## src/rtl/oft_map.svh

```systemverilog
// Register map, field positions, reset values and filter constants for the offset trim filter.
// Assumes registers sit at their printed addresses on a 12-bit plain register port.
`ifndef OFT_MAP_SVH
`define OFT_MAP_SVH

// ****************************************
// Register addresses
// ****************************************
`define OFT_ADDR_TRIM   12'h094
`define OFT_ADDR_DCCTL  12'h097
`define OFT_ADDR_TUNE   12'h098
`define OFT_ADDR_CALCTL 12'h0A0
`define OFT_ADDR_STATUS 12'h0A1

// ****************************************
// Reset values
// ****************************************
`define OFT_TRIM_RSV_RST 4'h0
`define OFT_DCCTL_RST    8'h00
`define OFT_TUNE_RST     8'h33
`define OFT_CALCTL_RST   4'h0

// ****************************************
// Field positions
// ****************************************
`define OFT_TRIM_W       12
`define OFT_KEEPDC_BIT   0
`define OFT_BW_MSB       7
`define OFT_BW_LSB       4
`define OFT_SOAK_MSB     3
`define OFT_SOAK_LSB     0
`define OFT_OFFSET_CAL_ENABLE_BIT   0
`define OFT_BACKGROUND_CAL_ENABLE_BIT   1
`define OFT_BACKGROUND_OFFSET_CAL_ENABLE_BIT 2
`define OFT_CAL_FILT_BIT 3

// ****************************************
// Filter constants
// ****************************************
`define OFT_BW_MIN       4'h1
`define OFT_BW_MAX       4'h5
`define OFT_COEF_BASE    5'h09
`define OFT_SOAK_BASE    10

`endif

```

## src/rtl/oft_pkg.sv

```systemverilog
// Types shared by the offset trim filter modules.
// Assumes oft_map.svh supplies the register widths.
package oft_pkg;

  // ****************************************
  // Soak sequencer states
  // ****************************************
  typedef enum logic [1:0] {
    OFT_IDLE = 2'b01,
    OFT_SOAK = 2'b10
  } oft_soak_e;

  // ****************************************
  // Software visible storage
  // ****************************************
  typedef struct packed {
    logic [15:0] trim;
    logic [7:0]  dcctl;
    logic [7:0]  tune;
    logic [3:0]  calctl;
  } oft_regs_s;

endpackage

```

## src/rtl/oft_iir_bank.sv

```systemverilog
// One bank's first-order IIR offset estimator.
// Assumes the caller only pulses upd with a legal shift and a sample of this bank.
`timescale 1ns/1ns
module oft_iir_bank import oft_pkg::*; #(
  parameter int SW   = 16,
  parameter int FRAC = 14
) (
  // Clock and reset
  input  wire logic                 sys_clk,
  input  wire logic                 sys_rst,
  // Sample in
  input  wire logic                 upd,
  input  wire logic signed [SW-1:0] smp,
  input  wire logic [4:0]           shift,
  // Estimate out
  output logic signed [SW-1:0]      est_int
);

  typedef struct packed {
    logic signed [SW+FRAC-1:0] est;
  } oft_iir_s;

  oft_iir_s                 st_r;
  oft_iir_s                 st_nxt;
  logic signed [SW+FRAC:0]  diff;
  logic signed [SW+FRAC:0]  step;

  // ****************************************
  // Estimate update
  // ****************************************
  // Fraction bits keep the smallest step non-zero down to the narrowest coefficient
  always_comb begin
    st_nxt = st_r;
    diff   = $signed({smp[SW-1], smp, {FRAC{1'b0}}}) - $signed({st_r.est[SW+FRAC-1], st_r.est});
    step   = diff >>> shift;
    if (upd) begin
      st_nxt.est = st_r.est + step[SW+FRAC-1:0];
    end
  end

  always_ff @(posedge sys_clk) begin
    if (sys_rst) begin
      st_r <= '0;
    end else begin
      st_r <= st_nxt;
    end
  end

  assign est_int = st_r.est[SW+FRAC-1:FRAC];
endmodule // oft_iir_bank

```

## src/rtl/oft_trim_filter.sv

```systemverilog
// Offset trim, per-bank IIR offset filter and bank soak sequencer with its registers.
// Assumes samples, calibration flags and strobes come from logic on sys_clk; no synchronisers needed.
`timescale 1ns/1ns
`include "oft_map.svh"

// Behaviour
// - Add 12-bit trim on core2 second input
// - Trim resets to factory value, read/write
// - Keep-DC set: remove only bank mismatch
// - Keep-DC clear: remove full bank offset
// - Bandwidth code 1-5 selects coefficient
// - Soak field sets settle time after calibration
// - Soak only with filter and background enabled
// - Bank returns online when soak expires
module oft_trim_filter import oft_pkg::*; #(
  parameter int                     NUM_BANKS    = 6,
  parameter int                     SW           = 16,
  parameter int                     FRAC         = 14,
  parameter int                     SOAK_BASE    = `OFT_SOAK_BASE,
  parameter logic [`OFT_TRIM_W-1:0] TRIM_FACTORY = 12'h000
) (
  // Clock and reset
  input  wire logic                         sys_clk,
  input  wire logic                         sys_rst,
  // Register port
  input  wire logic [11:0]                  reg_addr,
  input  wire logic [15:0]                  reg_wdata,
  input  wire logic                         reg_wr,
  input  wire logic                         reg_rd,
  output logic [15:0]                       reg_rdata,
  // Calibration engine
  input  wire logic                         foreground_cal_done,
  input  wire logic                         cal_halted_flag,
  input  wire logic                         bank_cal_done,
  input  wire logic [$clog2(NUM_BANKS)-1:0] bank_cal_idx,
  output logic                              offset_cal_enable,
  output logic                              background_cal_enable,
  output logic                              background_offset_cal_enable,
  output logic                              offset_filter_enable,
  output logic [NUM_BANKS-1:0]              bank_online,
  // Sample stream in
  input  wire logic                         smp_valid,
  input  wire logic signed [SW-1:0]         smp_data,
  input  wire logic [$clog2(NUM_BANKS)-1:0] smp_bank,
  input  wire logic                         smp_core2_second_input,
  // Sample stream out
  output logic                              out_valid,
  output logic signed [SW-1:0]              out_data,
  output logic [$clog2(NUM_BANKS)-1:0]      out_bank
);

  localparam int BKW = $clog2(NUM_BANKS);
  localparam int CW  = SOAK_BASE + 16;

  typedef struct packed {
    oft_regs_s             regs;
    oft_soak_e             state;
    logic [BKW-1:0]        sbank;
    logic [CW-1:0]         cnt;
    logic [NUM_BANKS-1:0]  online;
    logic [15:0]           rdata;
    logic                  ovalid;
    logic signed [SW-1:0]  odata;
    logic [BKW-1:0]        obank;
  } oft_top_s;

  localparam oft_top_s RST_VAL = '{
    regs:   '{trim:   {`OFT_TRIM_RSV_RST, TRIM_FACTORY},
              dcctl:  `OFT_DCCTL_RST,
              tune:   `OFT_TUNE_RST,
              calctl: `OFT_CALCTL_RST},
    state:  OFT_IDLE,
    sbank:  '0,
    cnt:    '0,
    online: '1,
    rdata:  '0,
    ovalid: 1'b0,
    odata:  '0,
    obank:  '0
  };

  oft_top_s                   st_r;
  oft_top_s                   st_nxt;
  logic signed [SW-1:0]       est_int [NUM_BANKS];
  logic [NUM_BANKS-1:0]       upd;
  logic [3:0]                 bw;
  logic [3:0]                 soak;
  logic                       keep_dc;
  logic                       filt_on;
  logic                       soak_armed;
  logic [4:0]                 shift;
  logic signed [SW-1:0]       trim_add;
  logic signed [SW-1:0]       trimmed;
  logic signed [SW-1:0]       est_sel;
  logic signed [SW+7:0]       est_sum;
  logic signed [SW-1:0]       est_mean;
  logic signed [SW-1:0]       corr;

  // ****************************************
  // Decoders
  // ****************************************
  function automatic logic bw_ok(input logic [3:0] code);
    return (code >= `OFT_BW_MIN) && (code <= `OFT_BW_MAX);
  endfunction

  function automatic logic [CW-1:0] soak_len(input logic [3:0] code);
    return CW'(1) << (SOAK_BASE + int'(code));
  endfunction

  assign bw         = st_r.regs.tune[`OFT_BW_MSB:`OFT_BW_LSB];
  assign soak       = st_r.regs.tune[`OFT_SOAK_MSB:`OFT_SOAK_LSB];
  assign keep_dc    = st_r.regs.dcctl[`OFT_KEEPDC_BIT];
  // Reserved bandwidth codes bypass the filter rather than guess a coefficient
  assign filt_on    = offset_filter_enable && bw_ok(bw);
  assign soak_armed = offset_filter_enable && background_cal_enable;
  assign shift      = `OFT_COEF_BASE + {1'b0, bw};

  // ****************************************
  // Per-bank estimators
  // ****************************************
  generate
    for (genvar b = 0; b < NUM_BANKS; b++) begin : g_bank
      assign upd[b] = smp_valid && filt_on && (smp_bank == BKW'(b));
      oft_iir_bank #(
        .SW   (SW),
        .FRAC (FRAC)
      ) u_iir (
        .sys_clk (sys_clk),
        .sys_rst (sys_rst),
        .upd     (upd[b]),
        .smp     (trimmed),
        .shift   (shift),
        .est_int (est_int[b])
      );
    end
  endgenerate

  // ****************************************
  // Datapath
  // ****************************************
  // Trim add wraps; the converter range leaves ample headroom in SW bits
  always_comb begin
    trim_add = smp_core2_second_input ? SW'(st_r.regs.trim[`OFT_TRIM_W-1:0]) : '0;
    trimmed  = smp_data + trim_add;
    est_sum  = '0;
    for (int i = 0; i < NUM_BANKS; i++) begin
      est_sum = est_sum + (SW+8)'(est_int[i]);
    end
    est_mean = SW'(est_sum / NUM_BANKS);
    est_sel  = (smp_bank < BKW'(NUM_BANKS)) ? est_int[smp_bank] : '0;
    if (!filt_on) begin
      corr = '0;
    end else if (keep_dc) begin
      corr = est_sel - est_mean;
    end else begin
      corr = est_sel;
    end
  end

  // ****************************************
  // Registers, soak sequencer, output stage
  // ****************************************
  always_comb begin
    st_nxt        = st_r;
    st_nxt.rdata  = '0;
    st_nxt.ovalid = smp_valid;
    if (smp_valid) begin
      st_nxt.odata = trimmed - corr;
      st_nxt.obank = smp_bank;
    end
    if (reg_wr) begin
      unique case (reg_addr)
        `OFT_ADDR_TRIM:   st_nxt.regs.trim   = reg_wdata;
        `OFT_ADDR_DCCTL:  st_nxt.regs.dcctl  = reg_wdata[7:0];
        `OFT_ADDR_TUNE:   st_nxt.regs.tune   = reg_wdata[7:0];
        `OFT_ADDR_CALCTL: st_nxt.regs.calctl = reg_wdata[3:0];
        default: ;
      endcase
    end
    if (reg_rd) begin
      unique case (reg_addr)
        `OFT_ADDR_TRIM:   st_nxt.rdata = st_r.regs.trim;
        `OFT_ADDR_DCCTL:  st_nxt.rdata = {8'h00, st_r.regs.dcctl};
        `OFT_ADDR_TUNE:   st_nxt.rdata = {8'h00, st_r.regs.tune};
        `OFT_ADDR_CALCTL: st_nxt.rdata = {12'h000, st_r.regs.calctl};
        `OFT_ADDR_STATUS: st_nxt.rdata = {13'h0000, st_r.state == OFT_SOAK, cal_halted_flag, foreground_cal_done};
        default:          st_nxt.rdata = '0;
      endcase
    end
    unique case (st_r.state)
      OFT_IDLE: begin
        st_nxt.cnt = '0;
      end
      OFT_SOAK: begin
        if (!soak_armed) begin
          st_nxt.online[st_r.sbank] = 1'b1;
          st_nxt.state              = OFT_IDLE;
        end else if (st_r.cnt == CW'(1)) begin
          st_nxt.online[st_r.sbank] = 1'b1;
          st_nxt.state              = OFT_IDLE;
        end else begin
          st_nxt.cnt = st_r.cnt - CW'(1);
        end
      end
    endcase
    // A new calibrated bank pre-empts a soak in progress; the old bank goes back online
    if (bank_cal_done && (bank_cal_idx < BKW'(NUM_BANKS))) begin
      if (st_r.state == OFT_SOAK) begin
        st_nxt.online[st_r.sbank] = 1'b1;
      end
      if (soak_armed) begin
        st_nxt.state               = OFT_SOAK;
        st_nxt.sbank               = bank_cal_idx;
        st_nxt.cnt                 = soak_len(soak);
        st_nxt.online[bank_cal_idx] = 1'b0;
      end else begin
        st_nxt.state               = OFT_IDLE;
        st_nxt.online[bank_cal_idx] = 1'b1;
      end
    end
  end

  always_ff @(posedge sys_clk) begin
    if (sys_rst) begin
      st_r <= RST_VAL;
    end else begin
      st_r <= st_nxt;
    end
  end

  assign reg_rdata                    = st_r.rdata;
  assign offset_cal_enable            = st_r.regs.calctl[`OFT_OFFSET_CAL_ENABLE_BIT];
  assign background_cal_enable        = st_r.regs.calctl[`OFT_BACKGROUND_CAL_ENABLE_BIT];
  assign background_offset_cal_enable = st_r.regs.calctl[`OFT_BACKGROUND_OFFSET_CAL_ENABLE_BIT];
  assign offset_filter_enable         = st_r.regs.calctl[`OFT_CAL_FILT_BIT];
  assign bank_online                  = st_r.online;
  assign out_valid                    = st_r.ovalid;
  assign out_data                     = st_r.odata;
  assign out_bank                     = st_r.obank;
endmodule // oft_trim_filter

```

## config.mk

```make
export PLATFORM = sky130hd
export DESIGN_NAME = oft_trim_filter
export DESIGN_NICKNAME = d
export VERILOG_FILES = /design/src/rtl/oft_pkg.sv /design/src/rtl/oft_iir_bank.sv /design/src/rtl/oft_trim_filter.sv
export VERILOG_INCLUDE_DIRS = /design/src /design/src/rtl
export SDC_FILE = /design/constraint.sdc
export NUM_CORES = 2
export LEC_CHECK = 0
export BUFFER_PORTS_ARGS = -buffer_cell sky130_fd_sc_hd__clkbuf_2
export CAP_MARGIN = 20
export CELL_PAD_IN_SITES_DETAIL_PLACEMENT = 1
export CELL_PAD_IN_SITES_GLOBAL_PLACEMENT = 1
export CORE_UTILIZATION = 32
export DETAILED_ROUTE_END_ITERATION = 10
export PLACE_DENSITY_LB_ADDON = 0.1
export SYNTH_ARGS = -nofsm -noshare
export SYNTH_HDL_FRONTEND = slang
export SYNTH_HIERARCHICAL = 1
export SYNTH_SLANG_ARGS = --single-unit
```

## constraint.sdc

```tcl
create_clock -name sys_clk -period 17.7 [get_ports sys_clk]
set_input_delay 3.54 -clock sys_clk [delete_from_list [all_inputs] [get_ports sys_clk]]
set_output_delay 3.54 -clock sys_clk [all_outputs]
set_load 0.02 [all_outputs]
```

After elaboration in Yosys (flattened, before gate mapping)
Cells that the tools add are included.
{ "word_totals": {"regBits": 289, "input_bits": 59, "out_inout_bits": 46, "wordCells": 128} }
{ "classes": {"add_sub_neg": 23, "div": 1, "n_lt_le_gt_ge": 9, "n_eq_ne": 14, "shift": 7, "muxes": 27, "bitwise_logic": 7, "reduce_logical": 22} }
{ "op_table": {"columns": ["op", "n"], "rows": [
  ["$sshr 31x5->30", 6],
  ["$sub 30x30->31", 6],
  ["$add 30x30->30", 6],
  ["$mux 16", 5],
  ["$pmux 16 s5", 1],
  ["$eq 12x8->1 const B", 5],
  ["$mux 26", 2],
  ["$pmux 26 s2", 1],
  ["$bmux 16 s3", 1],
  ["$mux 37", 1],
  ["$mux 6", 6],
  ["$div 32x4->32 const B", 1],
  ["$sub 16x16->16", 2],
  ["$mux 29", 1],
  ["$eq 26x1->1 const B", 1],
  ["$shl 1x5->26 const A", 1],
  ["$sub 26x1->26 const B", 1],
  ["$add 20x16->21", 1],
  ["$add 19x16->20", 1],
  ["$add 18x16->19", 1],
  ["$add 17x16->18", 1],
  ["$or 6x6->6", 3],
  ["$add 16x16->17", 1],
  ["$add 16x13->16", 1],
  ["other kinds (26)", 54]
]} }

Longest topological paths before layout
{ "depth": {"word_depth": 14, "ltp_mapped": 63} }

Modules after synthesis
Netlist, hierarchy kept.
{ "modules_own_cells": {"columns": ["mod", "instances", "cells_each", "area_each_um2", "seq_area_each_um2"], "rows": [
  ["oft_iir_bank", 6, 852, 6050.8, 600.6],
  ["oft_trim_filter", 1, 1861, 13772.0, 2182.1]
]} }

Worst setup path before layout
OpenSTA, ideal clock, no wires.
{ "synth_path": {"path_kind": "reg2reg", "startpoint": "register g_bank[5].u_iir/st_r[17] in the netlist's numbering", "endpoint": "register st_r (netlist bit out_data[15])", "arrival_ns": 12.748, "setup_slack_ns": 4.835, "path_stages_with_launch": 58, "cell_sequence": "dfxtp_1 > buf_4 > inv_1 > fa_1 > inv_1 > fa_1 > inv_1 > fa_1 > inv_1 > fa_1 > a21o_1 > a221o_1 > a221oi_2 > xnor2_1 > a311o_1 > o41a_1 > xnor2_2 > or3_1 > [... 22 more ...] > o21ai_0 > nand2b_1 > a21o_1 > a21o_1 > a21o_1 > a21o_1 > a21o_1 > a21o_1 > a21o_1 > a21o_1 > a21o_1 > a21o_1 > a21o_1 > a21oi_1 > xnor2_1 > nor2_1 > or4b_1 > o2111a_1"} }
{ "synth_between": {"elab_chain_len": 8, "elab_cells_between_ends": 10} }
{ "synth_lines": {"columns": ["element", "line_no", "rtl"], "rows": [
  ["start, declared", "oft_iir_bank.sv:23", "oft_iir_s st_r;"],
  ["start signal, assigned", "oft_iir_bank.sv:45", "st_r <= st_nxt;"],
  ["branches (longest 5 deep; another with $div 32x4->32)", null, null],
  ["$mux 16 (*)", "oft_trim_filter.sv:153", "end else if (keep_dc) begin"],
  ["$mux 16 (*)", "oft_trim_filter.sv:151", "if (!filt_on) begin"],
  ["$sub 16x16->16 (*)", "oft_trim_filter.sv:168", "st_nxt.odata = trimmed - corr;"],
  ["end signal, assigned", "oft_trim_filter.sv:227", "st_r <= st_nxt;"],
  ["end, declared", "oft_trim_filter.sv:82", "oft_top_s st_r;"]
]} }
Mark *: on every way between the ends. The select of a mux whose other input is x is not followed.
A chain may end at the register's enable or synchronous reset.

Worst setup path after layout
{ "layout_path": {"startpoint": "register g_bank[4].u_iir/st_r[21] in the netlist's numbering", "endpoint": "register st_r (netlist bit out_data[15])"} }
{ "layout_between": {"elab_chain_len": 8, "elab_cells_between_ends": 11} }
{ "layout_lines": {"columns": ["element", "line_no"], "rows": [
  ["start, declared", "oft_iir_bank.sv:23"],
  ["start signal, assigned", "oft_iir_bank.sv:45"],
  ["branches (longest 5 deep; another with $div 32x4->32)", null],
  ["$mux 16 (*)", "oft_trim_filter.sv:153"],
  ["$mux 16 (*)", "oft_trim_filter.sv:151"],
  ["$sub 16x16->16 (*)", "oft_trim_filter.sv:168"]
]} }
Marked as above.

==> impl_metrics.py <==
metrics = {
    "outcome": {
        "status": "finished clean",
    },
    "grt": {
        "gr-total-overflow": 0,
        "grt_pass1_vias": 51770,
        "grt_max_degree": 133,
        "antenna_found_initial": 1,
        "grt_pass1_wl_um": 323600,
        "grt_usage_pct": 25.78,
    },
    "place": {
        "placed_area_sq_um": 51440,
        "dp_slack_ns": 3.090,
        "port_buffers": 104,
        "dp_hpwl_um": 162500,
        "place_congestion": 0.8919,
    },
    "final_layout": {
        "drive_above_1_share_pct": 8.910,
        "syn_to_final_growth_pct": 6.057,
        "utilization_pct": 34.32,
        "nets": 7164,
        "postLayoutCellArea_sq_um": 53110,
    },
    "drt": {
        "drt-initial-drc-count": 3485,
        "viasPerCell": 6.009,
        "dr_wl_met3_um": 7760,
        "top_layer_used": "met4",
        "remaining_drc_errors": 0,
        "wl_met2_um": 97500,
        "wl_um": 211600,
        "drt-pass1-iter-count": 6,
        "vias": 52688,
        "routedWlPerCell_um": 24.13,
        "wl_met1_um": 101700,
        "drtAntennaViolNets": 0,
    },
    "yosys": {
        "syn_avg_cell_area_sq_um": 7.182,
        "synthArstFlopShare_pct": 0,
        "yosysWarnings": 6,
        "synthCells": 6973,
        "netlist_top_cells_count": "723 x nor2_1, 593 x a21oi_1, 538 x nand2_1",
        "yosys.cell_count.top_type": "nor2_1",
        "synthTopCellsByArea": "dfxtp_1 12%, ha_1 8.6%, a21oi_1 5.9%, nor2_1 5.4%, mux2i_1 5.3%",
        "yosysTopAreaCellShare_pct": 11.55,
        "syn_area_sq_um": 50080,
        "synth_edf_count": 0,
        "postSynthRegisterBits": 289,
        "yosysTopAreaCell": "dfxtp_1",
        "ys_seq_area_share_pct": 11.55,
        "synth_nets": 7451,
        "yosysUniqueCellTypes": 112,
        "yosys_most_used_dff": "dfxtp_1",
    },
    "worst_setup_path": {
        "rr_worst_depth": 55,
        "worstSetupStartpointType": "flop",
        "critPathMaxFanout": 12,
        "critical_path_required_ns": 18.23,
        "r2r-start": "g_bank[4].u_iir/st_r[21]$_SDFFE_PP0P_",
        "slowest_delay_ns": 0.63,
        "regToRegSetupSlack_ns": 2.86,
        "end_kind": "flop",
        "cp_slowest_cell": "o41a_1",
        "path_class": "flop to flop",
        "worstPathArrival_ns": 15.37,
        "critPathMostFrequentCell": "a21o_1",
        "r2r-end": "out_data[15]$_SDFFE_PP0P_",
    },
    "power_and_ir_drop": {
        "power_frac_comb_pct": 27.8,
        "clockPowerShare_pct": 44.1,
        "p_leak_uw": 0.02119,
        "vdd_ir_drop_max_uv": 68.29,
        "p_seq_share_pct": 28.0,
        "p_switching_uw": 828.1,
        "powerDensity_nw_per_um2": 44.17,
        "p_total_uw": 2346,
        "swShare_pct": 35.30,
        "p_int_uw": 1518,
    },
    "floorplan": {
        "core.rowCount": 144,
        "die_h_um": 397.6,
        "die_width_um": 397.6,
        "die_area_sq_um": 158100,
        "core_area_sq_um": 154800,
        "num_io_pins": 105,
        "start_util_pct": 32.36,
    },
    "sta": {
        "period_share_pct": 83.83,
        "min_period_ns": 14.84,
        "rsz0062_at_grt": "false",
        "hold_viol_final": 0,
        "timing.fmax_mhz": 67.40,
        "tns_ns": 0,
        "finClkSkew_ns": 0.03229,
        "maxSlewViolCount": 0,
        "setup_viol": 0,
        "worst_slack_ns": 2.862,
        "maxSlewHeadroom_pct": 27.66,
        "worstMarginPinSlew_ns": 1.076,
    },
    "job": {
        "maxCapViolCount": 0,
    },
    "cts": {
        "clkLatencyLatePin_ns": 0.66,
        "cts_tree": "built",
        "post-cts-setup-buffers": 0,
        "ctsResizeCount": 0,
        "root_buffer": "clkbuf_16",
        "hold_buffers": 0,
        "clock_sinks": 289,
        "clk_pin_slew_ns": 0.06,
        "cts_buffers": 46,
        "htree_levels": 2,
        "clock_path_buffers": 3,
    },
    "min_path": {
        "hold_path_depth": 2,
        "min_to": "st_r[107]$_SDFFE_PP0P_",
        "hold_class": "flop to flop",
        "hold_path.startpoint": "st_r[107]$_SDFFE_PP0P_",
    },
}
-- registers in the layout (all words and copies together) (netlist names) --
signal,cells
out_valid,1
offset_cal_enable,1
reg_rdata,16
bw,4
background_offset_cal_enable,1
keep_dc,1
soak,4
st_r,54
offset_filter_enable,1
g_bank.u_iir/st_r,180
background_cal_enable,1
out_data,16
bank_online,6
out_bank,3
-- worst max-delay path by stage --
stage / endpoint / from / cells after the start / slack, ns
floorplan: out_data[15]$_SDFFE_PP0P_ / g_bank[5].u_iir/st_r[17]$_SDFFE_PP0P_ / 57 / 4.83
global placement: out_data[15]$_SDFFE_PP0P_ / g_bank[4].u_iir/st_r[20]$_SDFFE_PP0P_ / 54 / 3.26
detailed placement: out_data[15]$_SDFFE_PP0P_ / g_bank[4].u_iir/st_r[21]$_SDFFE_PP0P_ / 54 / 3.09
CTS: out_data[15]$_SDFFE_PP0P_ / g_bank[4].u_iir/st_r[21]$_SDFFE_PP0P_ / 54 / 3.04
global route: out_data[15]$_SDFFE_PP0P_ / g_bank[4].u_iir/st_r[21]$_SDFFE_PP0P_ / 54 / 1.92
finish: out_data[15]$_SDFFE_PP0P_ / g_bank[4].u_iir/st_r[21]$_SDFFE_PP0P_ / 55 / 2.86
-- power groups by stage --
stage	combinational, uW	sequential (uW)	clock [uW]
after global placement	641	671	0
after floorplan	442	670	0
after detailed placement	644	671	0
final	653	657	1040
after CTS	648	657	1070
after global routing	706	657	1090
-- layer usage --
metal | vias to the layer above | GRT usage [%]
met5 | - | 0
met1 | 26298 | 36.10
met4 | 0 | 5.755
li1 | 25157 | -
met3 | 199 | 2.134
met2 | 1034 | 42.62
-- cells by family (layout without fill, tap and decap cells) --
family	count (synthesis)	after routing	synth area share, %
buf+inv	997	747	8.785
simple gates	2199	2199	21.09
other cells	0	1	0
xor+xnor	345	345	6.107
flops	289	289	11.55
mux	401	401	8.807
compound gates	2323	2323	32.07
fa+ha+maj	419	419	11.59
-- critical path, delay by kind of cell (launching register included) --
family,cells,cell delay (ns)
mux,1,0.24
compound gates,28,7.25
fa+ha+maj,7,3.03
flops,1,0.54
buf+inv,5,0.37
xor+xnor,2,0.55
simple gates,12,2.70
-- cells in the final DEF (no fill, tap or decap), types with 84 or more instances in the layout --
| cell | netlist | routed |
|---|---|---|
| ha_1 | 344 | 343 |
| clkbuf_2 | 0 | 103 |
| o22ai_1 | 84 | 84 |
| a21o_1 | 181 | 180 |
| nor2_1 | 723 | 721 |
| nand3_1 | 165 | 165 |
| a31oi_1 | 103 | 103 |
| xor2_1 | 127 | 121 |
| nor3_1 | 207 | 206 |
| a211oi_1 | 181 | 181 |
| dfxtp_1 | 289 | 289 |
| o31ai_1 | 91 | 91 |
| a221oi_1 | 86 | 85 |
| o21ai_0 | 293 | 293 |
| and2_1 | 84 | 84 |
| inv_1 | 437 | 436 |
| xnor2_1 | 214 | 205 |
| mux2_2 | 107 | 107 |
| a21oi_1 | 593 | 593 |
| buf_4 | 137 | 93 |
| mux2i_1 | 264 | 264 |
| nand2_1 | 538 | 538 |
-- cell type report --
| cell class | instances | area (sq um) |
|---|---|---|
| Fill cell | 19043 | 101700 |
| Clock inverter | 23 | 341.6 |
| Antenna cell | 1 | 2.502 |
| Tap cell | 2044 | 2557 |
| Timing Repair Buffer | 199 | 1259 |
| Inverter | 463 | 1745 |
| Clock buffer | 62 | 1321 |
| Multi-Input combinational cell | 5687 | 40100 |
| Sequential cell | 289 | 5786 |
-- per-stage QoR --
stage / cells / hold slack, ns
after floorplan: 6973 / 0.4319
after global placement: 8680 / 0.4399
after detailed placement: 8681 / 0.4507
after CTS: 8766 / 0.4586
after global routing: 8767 / 0.4746
final: 8768 / 0.4568
Note: power is estimated with default switching activity, not from simulation.
